--- src/inc/wkil_pkg.sv ---
// Package for the wake input and interrupt logic block
package wkil_pkg;
  localparam int unsigned CLK_MHZ = 125;
  localparam int unsigned FILTER_MIN_US = 12;
  localparam int unsigned FILTER_CYC = FILTER_MIN_US * CLK_MHZ;
  localparam int unsigned PULSE_TYP_US = 100;
  localparam int unsigned PULSE_CYC = PULSE_TYP_US * CLK_MHZ;
  localparam int unsigned GAP_TYP_US = 100;
  localparam int unsigned GAP_CYC = GAP_TYP_US * CLK_MHZ;

  // Register byte addresses
  localparam logic [7:0] ADDR_CTRL = 8'h00;
  localparam logic [7:0] ADDR_STAT_FIRST = 8'h04;
  localparam logic [7:0] ADDR_STAT_THIRD = 8'h08;
  localparam logic [7:0] ADDR_LEVEL = 8'h0C;
  localparam logic [7:0] ADDR_SRC = 8'h10;

  // Control field positions
  localparam int unsigned CTRL_WAKE_EN_BIT = 0;
  localparam int unsigned CTRL_CONV_SEL_BIT = 1;
  localparam int unsigned CTRL_PULL_LSB = 2;
  localparam int unsigned CTRL_SRC_EN_LSB = 8;
  localparam int unsigned CTRL_STOP_CMD_BIT = 16;
  localparam logic [31:0] CTRL_RESET = 32'h0000_0000;
  localparam logic [1:0] PULL_NONE = 2'h0;
  localparam logic [1:0] PULL_DOWN = 2'h1;
  localparam logic [1:0] PULL_UP = 2'h2;
  localparam logic [1:0] PULL_AUTO = 2'h3;

  // Status bit positions
  localparam int unsigned STAT_PIN_WAKE_BIT = 0;
  localparam int unsigned STAT_TIMEOUT_BIT = 0;
  localparam int unsigned STAT_BATT_BIT = 1;
  localparam int unsigned STAT_CONV_BIT = 2;

  typedef enum logic [2:0] {
    WKIL_NORMAL = 3'b000,
    WKIL_STOP = 3'b001,
    WKIL_SLEEP = 3'b010,
    WKIL_FAILSAFE = 3'b011,
    WKIL_RESTART = 3'b100
  } wkil_mode_e;

  typedef enum logic [1:0] {
    WKIL_IDLE = 2'b00,
    WKIL_PULSE = 2'b01,
    WKIL_GAP = 2'b10
  } wkil_int_e;

  typedef struct packed {
    logic [1:0] htrans;
    logic [31:0] haddr;
    logic hwrite;
    logic [2:0] hsize;
    logic hsel;
    logic hready;
  } wkil_ahb_req_s;

  typedef struct packed {
    logic pull_up;
    logic pull_down;
  } wkil_pull_s;
endpackage

--- src/verilog/wkil_top.sv ---
// Wake pin detection, event latching and interrupt pulse generation
// Operation
// - Both rising and falling wake pin edges are wake events.
// - Event interrupts in Normal/Stop, wakes chip in Sleep/Fail-Safe.
// - Wake from Sleep only when the wake pin enable bit is one.
// - Normal/Stop interrupt only after the level passes the filter.
// - Fail-Safe: any edge requests Restart regardless of enable.
// - Pin wake recorded in flag of first wake status register.
// - Present pin level readable in Normal and Stop mode.
// - Converter select: low picks PFM, high PWM, unfiltered, stay Stop.
// - Converter select still lets pin wake Sleep into Normal.
// - Pull field: none, down, up, or automatic follow of level.
// - Pull field resets to no current.
// - Output stays high at least the minimum gap between pulses.
// - Interrupt pulse never changes the operating mode.
// - Pulse on wake status, unmasked timeout, battery, PFM-to-PWM.
// - Source interrupts only if enabled as a wake source.
// - Level register never interrupts and is not latched.
// - Entering Stop with uncleared wake status issues a pulse.
// - Status registers update at each interrupt falling edge.
// - Events held until host clears them by write.
//
// Our own choices: the placing of the registers and the AHB-Lite interface to the registers.
module wkil_top #(
  parameter int unsigned FILTER_CYC = wkil_pkg::FILTER_CYC,
  parameter int unsigned PULSE_CYC = wkil_pkg::PULSE_CYC,
  parameter int unsigned GAP_CYC = wkil_pkg::GAP_CYC
) (
  input wire logic sys_clk_i,
  input wire logic reset_i,
  input wire logic hsel_i,
  input wire logic [31:0] haddr_i,
  input wire logic [1:0] htrans_i,
  input wire logic hwrite_i,
  input wire logic [2:0] hsize_i,
  input wire logic [31:0] hwdata_i,
  input wire logic hready_i,
  output logic [31:0] hrdata_o,
  output logic hreadyout_o,
  output logic hresp_o,
  input wire logic wake_pin_i,
  input wire logic [2:0] mode_i,
  input wire logic bus_timeout_flag_i,
  input wire logic battery_sense_event_i,
  input wire logic auto_pfm_to_pwm_i,
  output logic interrupt_out_n_o,
  output logic wake_request_o,
  output logic restart_request_o,
  output logic converter_pwm_o,
  output logic pull_up_en_o,
  output logic pull_down_en_o
);
  localparam int unsigned CW = 16;

  wkil_pkg::wkil_mode_e mode;
  assign mode = wkil_pkg::wkil_mode_e'(mode_i);

  // Bus address phase capture
  logic dp_write;
  logic dp_read;
  logic [7:0] dp_addr;
  wire addr_valid = hsel_i && hready_i && htrans_i[1];

  always_ff @(posedge sys_clk_i or posedge reset_i) begin
    if (reset_i) begin
      dp_write <= 1'b0;
      dp_read <= 1'b0;
      dp_addr <= 8'h00;
    end else begin
      dp_write <= addr_valid && hwrite_i;
      dp_read <= addr_valid && !hwrite_i;
      dp_addr <= haddr_i[7:0];
    end
  end

  assign hreadyout_o = 1'b1;
  assign hresp_o = 1'b0;

  wire wr_ctrl = dp_write && (dp_addr == wkil_pkg::ADDR_CTRL);
  wire wr_stat1 = dp_write && (dp_addr == wkil_pkg::ADDR_STAT_FIRST);
  wire wr_stat3 = dp_write && (dp_addr == wkil_pkg::ADDR_STAT_THIRD);

  // Control register
  logic [31:0] ctrl;
  always_ff @(posedge sys_clk_i or posedge reset_i) begin
    if (reset_i) begin
      ctrl <= wkil_pkg::CTRL_RESET;
    end else if (wr_ctrl) begin
      ctrl <= hwdata_i;
    end
  end

  wire wake_pin_enable = ctrl[wkil_pkg::CTRL_WAKE_EN_BIT];
  wire pin_selects_converter_mode = ctrl[wkil_pkg::CTRL_CONV_SEL_BIT];
  wire [1:0] pull_select_control = ctrl[wkil_pkg::CTRL_PULL_LSB +: 2];
  wire [2:0] src_en = ctrl[wkil_pkg::CTRL_SRC_EN_LSB +: 3];
  wire stop_cmd = wr_ctrl && hwdata_i[wkil_pkg::CTRL_STOP_CMD_BIT];

  // Pin edge detection and filter
  logic pin_d;
  logic pin_primed;
  logic pin_stable;
  logic [CW-1:0] filt_cnt;
  // Pin idle level is unknown, so the first sample is no edge
  wire pin_edge = pin_primed && (wake_pin_i ^ pin_d);
  wire run_modes = (mode == wkil_pkg::WKIL_NORMAL) ||
                   (mode == wkil_pkg::WKIL_STOP);
  wire filt_done = (pin_stable != pin_d) &&
                   (filt_cnt == CW'(FILTER_CYC - 1));

  always_ff @(posedge sys_clk_i or posedge reset_i) begin
    if (reset_i) begin
      pin_d <= 1'b0;
      pin_primed <= 1'b0;
      pin_stable <= 1'b0;
      filt_cnt <= '0;
    end else begin
      pin_d <= wake_pin_i;
      pin_primed <= 1'b1;
      if (!pin_primed) begin
        pin_stable <= wake_pin_i;
        filt_cnt <= '0;
      end else if (filt_done) begin
        // Filtered level kept even if the pin moves again now
        pin_stable <= pin_d;
        filt_cnt <= '0;
      end else if (pin_edge || pin_stable == pin_d) begin
        filt_cnt <= '0;
      end else begin
        filt_cnt <= filt_cnt + CW'(1);
      end
    end
  end

  // Wake and restart requests
  wire sleep_wake = (mode == wkil_pkg::WKIL_SLEEP) && pin_edge &&
                    wake_pin_enable;
  wire fs_wake = (mode == wkil_pkg::WKIL_FAILSAFE) && pin_edge;
  wire run_event = run_modes && filt_done && wake_pin_enable;

  always_ff @(posedge sys_clk_i or posedge reset_i) begin
    if (reset_i) begin
      wake_request_o <= 1'b0;
      restart_request_o <= 1'b0;
      converter_pwm_o <= 1'b0;
    end else begin
      wake_request_o <= sleep_wake;
      restart_request_o <= fs_wake;
      if (mode == wkil_pkg::WKIL_STOP && pin_selects_converter_mode) begin
        converter_pwm_o <= wake_pin_i;
      end else if (auto_pfm_to_pwm_i) begin
        converter_pwm_o <= 1'b1;
      end
    end
  end

  // Pull current select
  wire auto_pull = pull_select_control == wkil_pkg::PULL_AUTO;
  assign pull_up_en_o = (pull_select_control == wkil_pkg::PULL_UP) ||
                        (auto_pull && pin_d);
  assign pull_down_en_o = (pull_select_control == wkil_pkg::PULL_DOWN) ||
                          (auto_pull && !pin_d);

  // Pending events, latched into visible status at pulse start
  logic pend_pin;
  logic [2:0] pend_third;
  logic [31:0] stat_first;
  logic [31:0] stat_third;
  logic pulse_start;
  wire pin_set = run_event || sleep_wake || fs_wake;
  wire [2:0] third_set = {auto_pfm_to_pwm_i && mode == wkil_pkg::WKIL_STOP,
                          battery_sense_event_i,
                          bus_timeout_flag_i} & src_en;
  wire stat_nonzero = (stat_first != 32'h0) || (stat_third != 32'h0);
  wire [31:0] stat_first_clr = wr_stat1 ? ~hwdata_i : 32'hFFFF_FFFF;
  wire [31:0] stat_third_clr = wr_stat3 ? ~hwdata_i : 32'hFFFF_FFFF;

  always_ff @(posedge sys_clk_i or posedge reset_i) begin
    if (reset_i) begin
      pend_pin <= 1'b0;
      pend_third <= 3'h0;
      stat_first <= 32'h0;
      stat_third <= 32'h0;
    end else begin
      // Set wins over clear so no event is lost
      if (pulse_start) begin
        pend_pin <= pin_set;
        pend_third <= third_set;
        stat_first <= (stat_first & stat_first_clr) |
                      {31'h0, pend_pin};
        stat_third <= (stat_third & stat_third_clr) | {29'h0, pend_third};
      end else begin
        pend_pin <= pend_pin | pin_set;
        pend_third <= pend_third | third_set;
        stat_first <= stat_first & stat_first_clr;
        stat_third <= stat_third & stat_third_clr;
      end
    end
  end

  // Interrupt pulse engine; no mode output exists here
  wkil_pkg::wkil_int_e int_state;
  logic [CW-1:0] int_cnt;
  logic stop_req;
  wire want_int = run_modes && (pend_pin || pend_third != 3'h0 || stop_req);
  wire cnt_pulse_end = int_cnt == CW'(PULSE_CYC - 1);
  wire cnt_gap_end = int_cnt == CW'(GAP_CYC - 1);
  assign pulse_start = (int_state == wkil_pkg::WKIL_IDLE) && want_int;

  always_ff @(posedge sys_clk_i or posedge reset_i) begin
    if (reset_i) begin
      int_state <= wkil_pkg::WKIL_IDLE;
      int_cnt <= '0;
      stop_req <= 1'b0;
    end else begin
      if (stop_cmd && stat_nonzero) begin
        stop_req <= 1'b1;
      end else if (pulse_start) begin
        stop_req <= 1'b0;
      end
      case (int_state)
        wkil_pkg::WKIL_IDLE: begin
          int_cnt <= '0;
          if (want_int) begin
            int_state <= wkil_pkg::WKIL_PULSE;
          end
        end
        wkil_pkg::WKIL_PULSE: begin
          if (cnt_pulse_end) begin
            int_state <= wkil_pkg::WKIL_GAP;
            int_cnt <= '0;
          end else begin
            int_cnt <= int_cnt + CW'(1);
          end
        end
        wkil_pkg::WKIL_GAP: begin
          if (cnt_gap_end) begin
            int_state <= wkil_pkg::WKIL_IDLE;
            int_cnt <= '0;
          end else begin
            int_cnt <= int_cnt + CW'(1);
          end
        end
        default: begin
          int_state <= wkil_pkg::WKIL_IDLE;
          int_cnt <= '0;
        end
      endcase
    end
  end

  assign interrupt_out_n_o = int_state != wkil_pkg::WKIL_PULSE;

  // Read path; level register is live, never latched
  logic [31:0] rd_mux;
  wire [31:0] level_word = {31'h0, run_modes && pin_d};
  always_comb begin
    case (dp_addr)
      wkil_pkg::ADDR_CTRL: rd_mux = ctrl;
      wkil_pkg::ADDR_STAT_FIRST: rd_mux = stat_first;
      wkil_pkg::ADDR_STAT_THIRD: rd_mux = stat_third;
      wkil_pkg::ADDR_LEVEL: rd_mux = level_word;
      wkil_pkg::ADDR_SRC: rd_mux = {30'h0, pend_third != 3'h0, pend_pin};
      default: rd_mux = 32'h0;
    endcase
  end
  assign hrdata_o = dp_read ? rd_mux : 32'h0;

  // Checks
  property p_pulse_width;
    @(posedge sys_clk_i) disable iff (reset_i)
    $fell(interrupt_out_n_o) |-> !interrupt_out_n_o [*8];
  endproperty
  a_pulse_width: assert property (p_pulse_width)
    else $error("interrupt pulse too short");

  property p_gap;
    @(posedge sys_clk_i) disable iff (reset_i)
    $rose(interrupt_out_n_o) |-> interrupt_out_n_o [*8];
  endproperty
  a_gap: assert property (p_gap)
    else $error("interrupt gap too short");

  property p_fs_restart;
    @(posedge sys_clk_i) disable iff (reset_i)
    fs_wake |=> restart_request_o;
  endproperty
  a_fs_restart: assert property (p_fs_restart)
    else $error("fail-safe edge did not request restart");

  property p_sleep_en;
    @(posedge sys_clk_i) disable iff (reset_i)
    (mode == wkil_pkg::WKIL_SLEEP && !wake_pin_enable) |=> !wake_request_o;
  endproperty
  a_sleep_en: assert property (p_sleep_en)
    else $error("wake without enable");

  property p_pull_excl;
    @(posedge sys_clk_i) disable iff (reset_i)
    !(pull_up_en_o && pull_down_en_o);
  endproperty
  a_pull_excl: assert property (p_pull_excl)
    else $error("pull up and down together");

  property p_stat_at_fall;
    @(posedge sys_clk_i) disable iff (reset_i)
    (pend_pin && pulse_start) |=> stat_first[wkil_pkg::STAT_PIN_WAKE_BIT];
  endproperty
  a_stat_at_fall: assert property (p_stat_at_fall)
    else $error("status not updated at pulse start");

  property p_no_int_sleep;
    @(posedge sys_clk_i) disable iff (reset_i)
    (int_state == wkil_pkg::WKIL_IDLE && !run_modes) |=> interrupt_out_n_o;
  endproperty
  a_no_int_sleep: assert property (p_no_int_sleep)
    else $error("interrupt outside run modes");

  property p_conv;
    @(posedge sys_clk_i) disable iff (reset_i)
    (mode == wkil_pkg::WKIL_STOP && pin_selects_converter_mode)
      |=> converter_pwm_o == $past(wake_pin_i);
  endproperty
  a_conv: assert property (p_conv)
    else $error("converter select does not follow pin");

  // Exact lengths counted, since repetition counts stay small
  logic [CW-1:0] low_len;
  logic [CW-1:0] high_len;
  always_ff @(posedge sys_clk_i or posedge reset_i) begin
    if (reset_i) begin
      low_len <= '0;
      high_len <= '1;
    end else begin
      low_len <= interrupt_out_n_o ? '0 : low_len + CW'(1);
      if (!interrupt_out_n_o) begin
        high_len <= '0;
      end else if (high_len != '1) begin
        high_len <= high_len + CW'(1);
      end
    end
  end

  property p_pulse_exact;
    @(posedge sys_clk_i) disable iff (reset_i)
    $rose(interrupt_out_n_o) |-> low_len == CW'(PULSE_CYC);
  endproperty
  a_pulse_exact: assert property (p_pulse_exact)
    else $error("interrupt pulse length wrong");

  property p_gap_min;
    @(posedge sys_clk_i) disable iff (reset_i)
    $fell(interrupt_out_n_o) |-> high_len >= CW'(GAP_CYC);
  endproperty
  a_gap_min: assert property (p_gap_min)
    else $error("interrupt gap below minimum");

  property p_stat_kept;
    @(posedge sys_clk_i) disable iff (reset_i)
    (!wr_stat1 && !wr_stat3) |=>
      ((stat_first & $past(stat_first)) == $past(stat_first)) &&
      ((stat_third & $past(stat_third)) == $past(stat_third));
  endproperty
  a_stat_kept: assert property (p_stat_kept)
    else $error("status bit lost without clear");

  property p_pend_kept;
    @(posedge sys_clk_i) disable iff (reset_i)
    pin_set |=> pend_pin;
  endproperty
  a_pend_kept: assert property (p_pend_kept)
    else $error("pin event dropped");

  property p_stop_req;
    @(posedge sys_clk_i) disable iff (reset_i)
    (stop_cmd && stat_nonzero) |=> stop_req;
  endproperty
  a_stop_req: assert property (p_stop_req)
    else $error("stop command with status not queued");

  property p_wake_edge;
    @(posedge sys_clk_i) disable iff (reset_i)
    sleep_wake |=> wake_request_o;
  endproperty
  a_wake_edge: assert property (p_wake_edge)
    else $error("enabled sleep edge did not wake");
endmodule

--- config.mk ---
export PLATFORM = sky130hd
export DESIGN_NAME = wkil_top
export DESIGN_NICKNAME = d
export VERILOG_FILES = /design/src/inc/wkil_pkg.sv /design/src/verilog/wkil_top.sv
export SDC_FILE = /design/constraint.sdc
export NUM_CORES = 1
export LEC_CHECK = 0
export BUFFER_PORTS_ARGS = -buffer_cell sky130_fd_sc_hd__buf_2
export CAP_MARGIN = 40
export CORE_MARGIN = 2
export CORE_UTILIZATION = 55
export DETAILED_ROUTE_END_ITERATION = 8
export GPL_TIMING_DRIVEN = 0
export PLACE_DENSITY = 0.84
export SYNTH_ARGS = -nofsm -noshare
export SYNTH_HDL_FRONTEND = slang
export SYNTH_SLANG_ARGS = --single-unit
--- constraint.sdc ---
create_clock -name sys_clk_i -period 4.9 [get_ports sys_clk_i]
set_input_delay 0.245 -clock sys_clk_i [delete_from_list [all_inputs] [get_ports sys_clk_i]]
set_output_delay 0.245 -clock sys_clk_i [all_outputs]
set_load 0.005 [all_outputs]
# Word-level counts from Yosys, hierarchy flattened
# Cells that the tools add are included.
totals:
  out_inout_bits: 40
  rom_bits: 0
  ram_bits: 0
  regBits: 151
  mem_count: 0
  latchBits: 0
  inputBits: 81
  word_cells: 117
classes:
  eq_ne: 21
  n_lt_le_gt_ge: 0
  n_shift: 0
  reduce_logical: 44
  bitwise_logic: 9
  n_addsub: 2
  div_mod_pow: 0
  n_mux: 23
  mul: 0
op_table:
  columns: ["cell", "count"]
  rows:
  - ["32-bit two-way mux", 5]
  - ["32-bit case mux with 5 select lines", 1]
  - ["16-bit two-way mux", 5]
  - ["32-bit AND", 2]
  - ["32-bit nonzero test", 2]
  - ["16-bit by 1-bit adder with 16-bit output, second input constant", 2]
  - ["32-bit inverter", 1]
  - ["32-bit by 1-bit bitwise OR with 32-bit output", 1]
  - ["32-bit by 3-bit bitwise OR with 32-bit output", 1]
  - ["1-bit logical AND", 23]
  - ["16-bit by 11-bit equality test with 1-bit output, second input constant", 1]
  - ["16-bit by 14-bit equality test with 1-bit output, second input constant", 1]
  - ["8-bit by 4-bit equality test with 1-bit output, second input constant", 2]
  - ["1-bit logical OR", 9]
  - ["8-bit by 3-bit equality test with 1-bit output, second input constant", 1]
  - ["8-bit by 5-bit equality test with 1-bit output, second input constant", 1]
  - ["8-bit zero test", 1]
  - ["1-bit two-way mux", 7]
  - ["2-bit equality test, second input constant", 3]
  - ["3-bit by 2-bit equality test with 1-bit output, second input constant", 2]
  - ["2-bit two-way mux", 3]
  - ["2-bit inequality test, second input constant", 3]
  - ["2-bit case mux with 3 select lines", 1]
  - ["2-bit by 1-bit equality test with 1-bit output, second input constant", 2]
  - ["other kinds (16)", 19]

# Logic depth before layout (Yosys ltp)
depth:
  depth_word: 8
  depth_mapped: 6
  ltp_nobuf: 5

# Least setup slack after synthesis
# OpenSTA, ideal clock, no wires.
synth_path:
  kind: "flip-flop to flip-flop"
  startpoint: "reg dp_addr[6]"
  endpoint: "reg ctrl[10]"
  stages_incl_launch_ff: 6
  setup_time_ns: 0.125
  arrival_ns: 1.648
  required_time_ns: 4.775
  n_path_buf: 1
  period_less_slack_ns: 1.774
  setup_slack_ns: 3.126
  path_cell_list: "dfrtp_1 > or4_4 > nor2_4 > nand4b_4 > buf_6 > mux2_4"
synth_via:
  elab_chain_cells: 2
synth_rtl:
  columns: ["item", "line", "rtl"]
  rows:
  - ["from (decl)", "wkil_top.sv:61", "logic [7:0] dp_addr;"]
  - ["from (signal assigned)", "wkil_top.sv:72", "dp_addr <= haddr_i[7:0];"]
  - ["8-bit zero test", "wkil_top.sv:79", "wire wr_ctrl = dp_write && (dp_addr == wkil_pkg::ADDR_CTRL);"]
  - ["1-bit logical AND", "wkil_top.sv:79", null]
  - ["to (signal assigned)", "wkil_top.sv:87", "ctrl <= wkil_pkg::CTRL_RESET;"]
  - ["to (signal assigned)", "wkil_top.sv:89", "ctrl <= hwdata_i;"]
  - ["to (decl)", "wkil_top.sv:84", "logic [31:0] ctrl;"]
# Every way passes these cells.
# A chain may end at the register's enable or synchronous reset.

# Final worst setup path
layout_path:
  startpoint: "reg dp_addr[3]"
  endpoint: "out hrdata_o[9]"
layout_via:
  elab_chain_cells: 3
  word_cells_on_any_way: 7
  classes_between: "eq/ne: 4; mux: 2; reduce/logical: 1"
layout_rtl:
  columns: ["item", "line", "rtl"]
  rows:
  - ["8-bit by 5-bit equality test with 1-bit output, or another cell as far along", "wkil_top.sv:258", "case (dp_addr)"]
  - ["32-bit case mux with 5 select lines *", "wkil_top.sv:258", null]
  - ["32-bit two-way mux *", "wkil_top.sv:267", "assign hrdata_o = dp_read ? rd_mux : 32'h0;"]
  - ["to (decl)", "wkil_top.sv:38", "output logic [31:0] hrdata_o,"]
# Every way passes the cells marked *; elsewhere a longest branch is shown, timed or not.

==> reports/results.txt <==
clock transition at the register clock pins on the worst setup and hold paths after CTS: 0.06 ns
total negative setup slack: 0 ns
unrepaired setup endpoints after global routing: no
clock net sink count: 151
crit path time final: 2.64 ns
total of cells resized after clock tree synthesis: 0
EDFF count, synth: 0
average cell area after synthesis: 11.1 um2
count of H-tree levels built during CTS: 4
worst setup path class: reg2out
initial antenna violation count: 0
CTS Buf Count: 17
kind of start point of the critical path: flip-flop
CP Data Required Time: 4.66 ns
critical path capture point type: output pin
MaxCap Viol Count: 0
max frequency: 378 MHz
total count of max-transition violations in the final report: 0
number of antenna-violating nets in the routed design: 0
average detailed-routed wire length per instance: 18.5 um
Max IR drop VDD: 0.236 mV
clk_lat worst skew: 0.43 ns
detailed-route via count: 5458
horizontal die dimension: 117 um
synth-to-layout area growth: 20.2%
max_slew headroom: 55.5%
GP Congestion: 0.880
Vias/cell: 5.82
post-layout total power: 2.80 mW
HPWL after detailed placement: 11.6 mm
maximum net fanout on the critical path: 10
GRT Residual Overflow: 0
Post-Place Cell Area: 7710 um2
share of the yosys chip area belonging to registers: 53.9%
Final Hold Viols: 0
worst hold margin: 0.0210 ns
transition time of the tightest slew-check pin: 0.667 ns
iteration count of the initial detailed-routing pass: 7
Initial Util: 56.0%
Post-Layout Inst Area: 8420 um2
crit share post-route: 54.0%
# Post-CTS Setup Buffers: 0
buffers from clock root to sink, at most: 2
setup violators final: 0
DRC violation count after routing: 0
CORE AREA: 12500 um2
wire length of the first global-routing pass: 28.1 mm
Synth cell types: 53
total global-route track usage: 27.1%
Die H: 117 um
pwr dens: 333 nW/um2
layout cell share with drive strength beyond 1: 22.5%
Clock Skew: 0.00515 ns
Total Wirelength: 17.3 mm
async set-or-reset flop fraction in the synthesized netlist: 100%
number of placement rows: 41
flip-flop and latch count after synthesis: 151
via count of the first global-routing pass: 5572
Worst EP arrival: 2.40 ns
clock tree from TritonCTS: yes
quantity of I/O buffers inserted on ports: 90
clock tree root buffer cell: clkbuf_16
antenna cell count: 0
net count of the finished layout: 841
instance count of the mapped netlist: 632
I/O pin cnt: 121
Die Outline Area: 13700 um2
post-synthesis instance area: 7000 um2
DRC marker count from the first detailed-route iteration: 372
Synth Warn #: 0
largest net degree at the start of global routing: 80
static leakage: 4.02 nW
most instantiated flip-flop cell in the synthesis netlist: dfrtp_1
type of the worst min-delay path: in2reg
result of the run: completed
-- cell type report --
type | instances | area, um2
fill | 943 | 4100
sequential | 151 | 3780
multi-input combinational | 438 | 3030
timing repair buffer | 102 | 588
clock buffer | 20 | 447
tap | 172 | 215
clock inverter | 10 | 154
buffer | 30 | 148
inverter | 14 | 57.6
-- power breakdown --
part / switching (mW) / total, mW / leakage (nW) / internal (mW)
clock network: 0.499 / 1.35 / 0.299 / 0.855
registers: 0.0183 / 1.29 / 1.96 / 1.27
logic: 0.0898 / 0.157 / 1.76 / 0.0674
total: 0.607 / 2.80 / 4.02 / 2.19
-- stage by stage --
stage,std cells,util [%],setup WS (ns)
4_1_cts,937,67.2,2.28
6_report,937,67.2,2.26
3_3_place_gp,895,61.3,-0.772
5_1_grt,937,67.2,2.11
3_5_place_dp,896,61.6,2.76
2_1_floorplan,633,-,0.590
-- sequential cells by signal, summed over array words and instances (netlist names) --
register	flops
restart_request_o	1
pin_stable	1
stat_third	32
int_state	2
dp_read	1
converter_pwm_o	1
pin_primed	1
pend_pin	1
wake_request_o	1
filt_cnt	16
int_cnt	16
dp_write	1
pin_d	1
ctrl	32
dp_addr	8
stop_req	1
pend_third	3
stat_first	32
-- timing repair --
action / in CTS / in global routing
endpoints found under the setup margin: 0 / 0
hold buffers: 11 / 0
hold endpoints to repair: 82 / 0
-- critical path, stage by stage (launching register included) --
cell and delay, ns:
dfrtp_1 0.38, buf_1 0.44, buf_2 0.43, mux2i_1 0.30, nor2_1 0.06, a21oi_1 0.14, nor2_1 0.06, buf_2 0.15
-- per-layer routing --
metal	share of wire, %	wire, um	global-route usage, %	vias to the layer above
met5	0	0	0	-
met4	1.6	278	10.5	0
met3	5.7	983	5.72	26
met2	51	8900	46.6	188
met1	41	7190	33.7	2751
li1	-	-	-	2493
-- layout by cell type (no fill, tap or decap), types with 18 or more instances in the layout --
master,n
dfrtp_1,151
nor2_1,99
buf_2,93
a21boi_0,62
a21oi_1,41
mux2i_1,32
mux2_4,29
nor4_1,23
clkbuf_1,22
nand2_1,22
nand3_1,18
-- synth_stat cells (6+ instances only) --
cell,n,area (um2)
nor2_1,99,372
clkbuf_1,20,75.1
nand3_1,18,90.1
xnor2_1,11,96.3
mux2_4,29,435
mux2i_1,32,320
ha_1,6,75.1
inv_1,14,52.6
a21oi_1,41,205
nand4_1,13,81.3
nand2_1,22,82.6
a22o_1,6,52.6
dfrtp_1,151,3780
xor2_1,12,105
nor4_1,23,144
a21boi_0,62,465
-- cell families after synthesis --
| group | count (synthesis) | synth area share, % |
|---|---|---|
| AOI/OAI and AO/OA | 128 | 12.4 |
| xor gates and xnor gates | 23 | 2.88 |
| adders and majority gates | 6 | 1.07 |
| buffers and inverters | 44 | 2.86 |
| DFF | 151 | 53.9 |
| muxes | 65 | 11.4 |
| other | 2 | 0.107 |
| and+or+nand+nor | 213 | 15.3 |
-- final timing paths --
check,slack [ns],depth (start not counted),end,start
min in group asynchronous,0.49,3,pin_d,reset_i
worst max register to register,2.78,4,stat_first[19],dp_addr[6]
worst max-delay path,2.26,7,hrdata_o[9],dp_addr[3]
max in group asynchronous,3.61,4,stat_first[19],reset_i
worst min-delay path,0.02,2,stat_third[3],hwdata_i[3]
worst min register to register,0.50,1,pin_stable,pin_primed
Power figures use the tool's default switching activity.
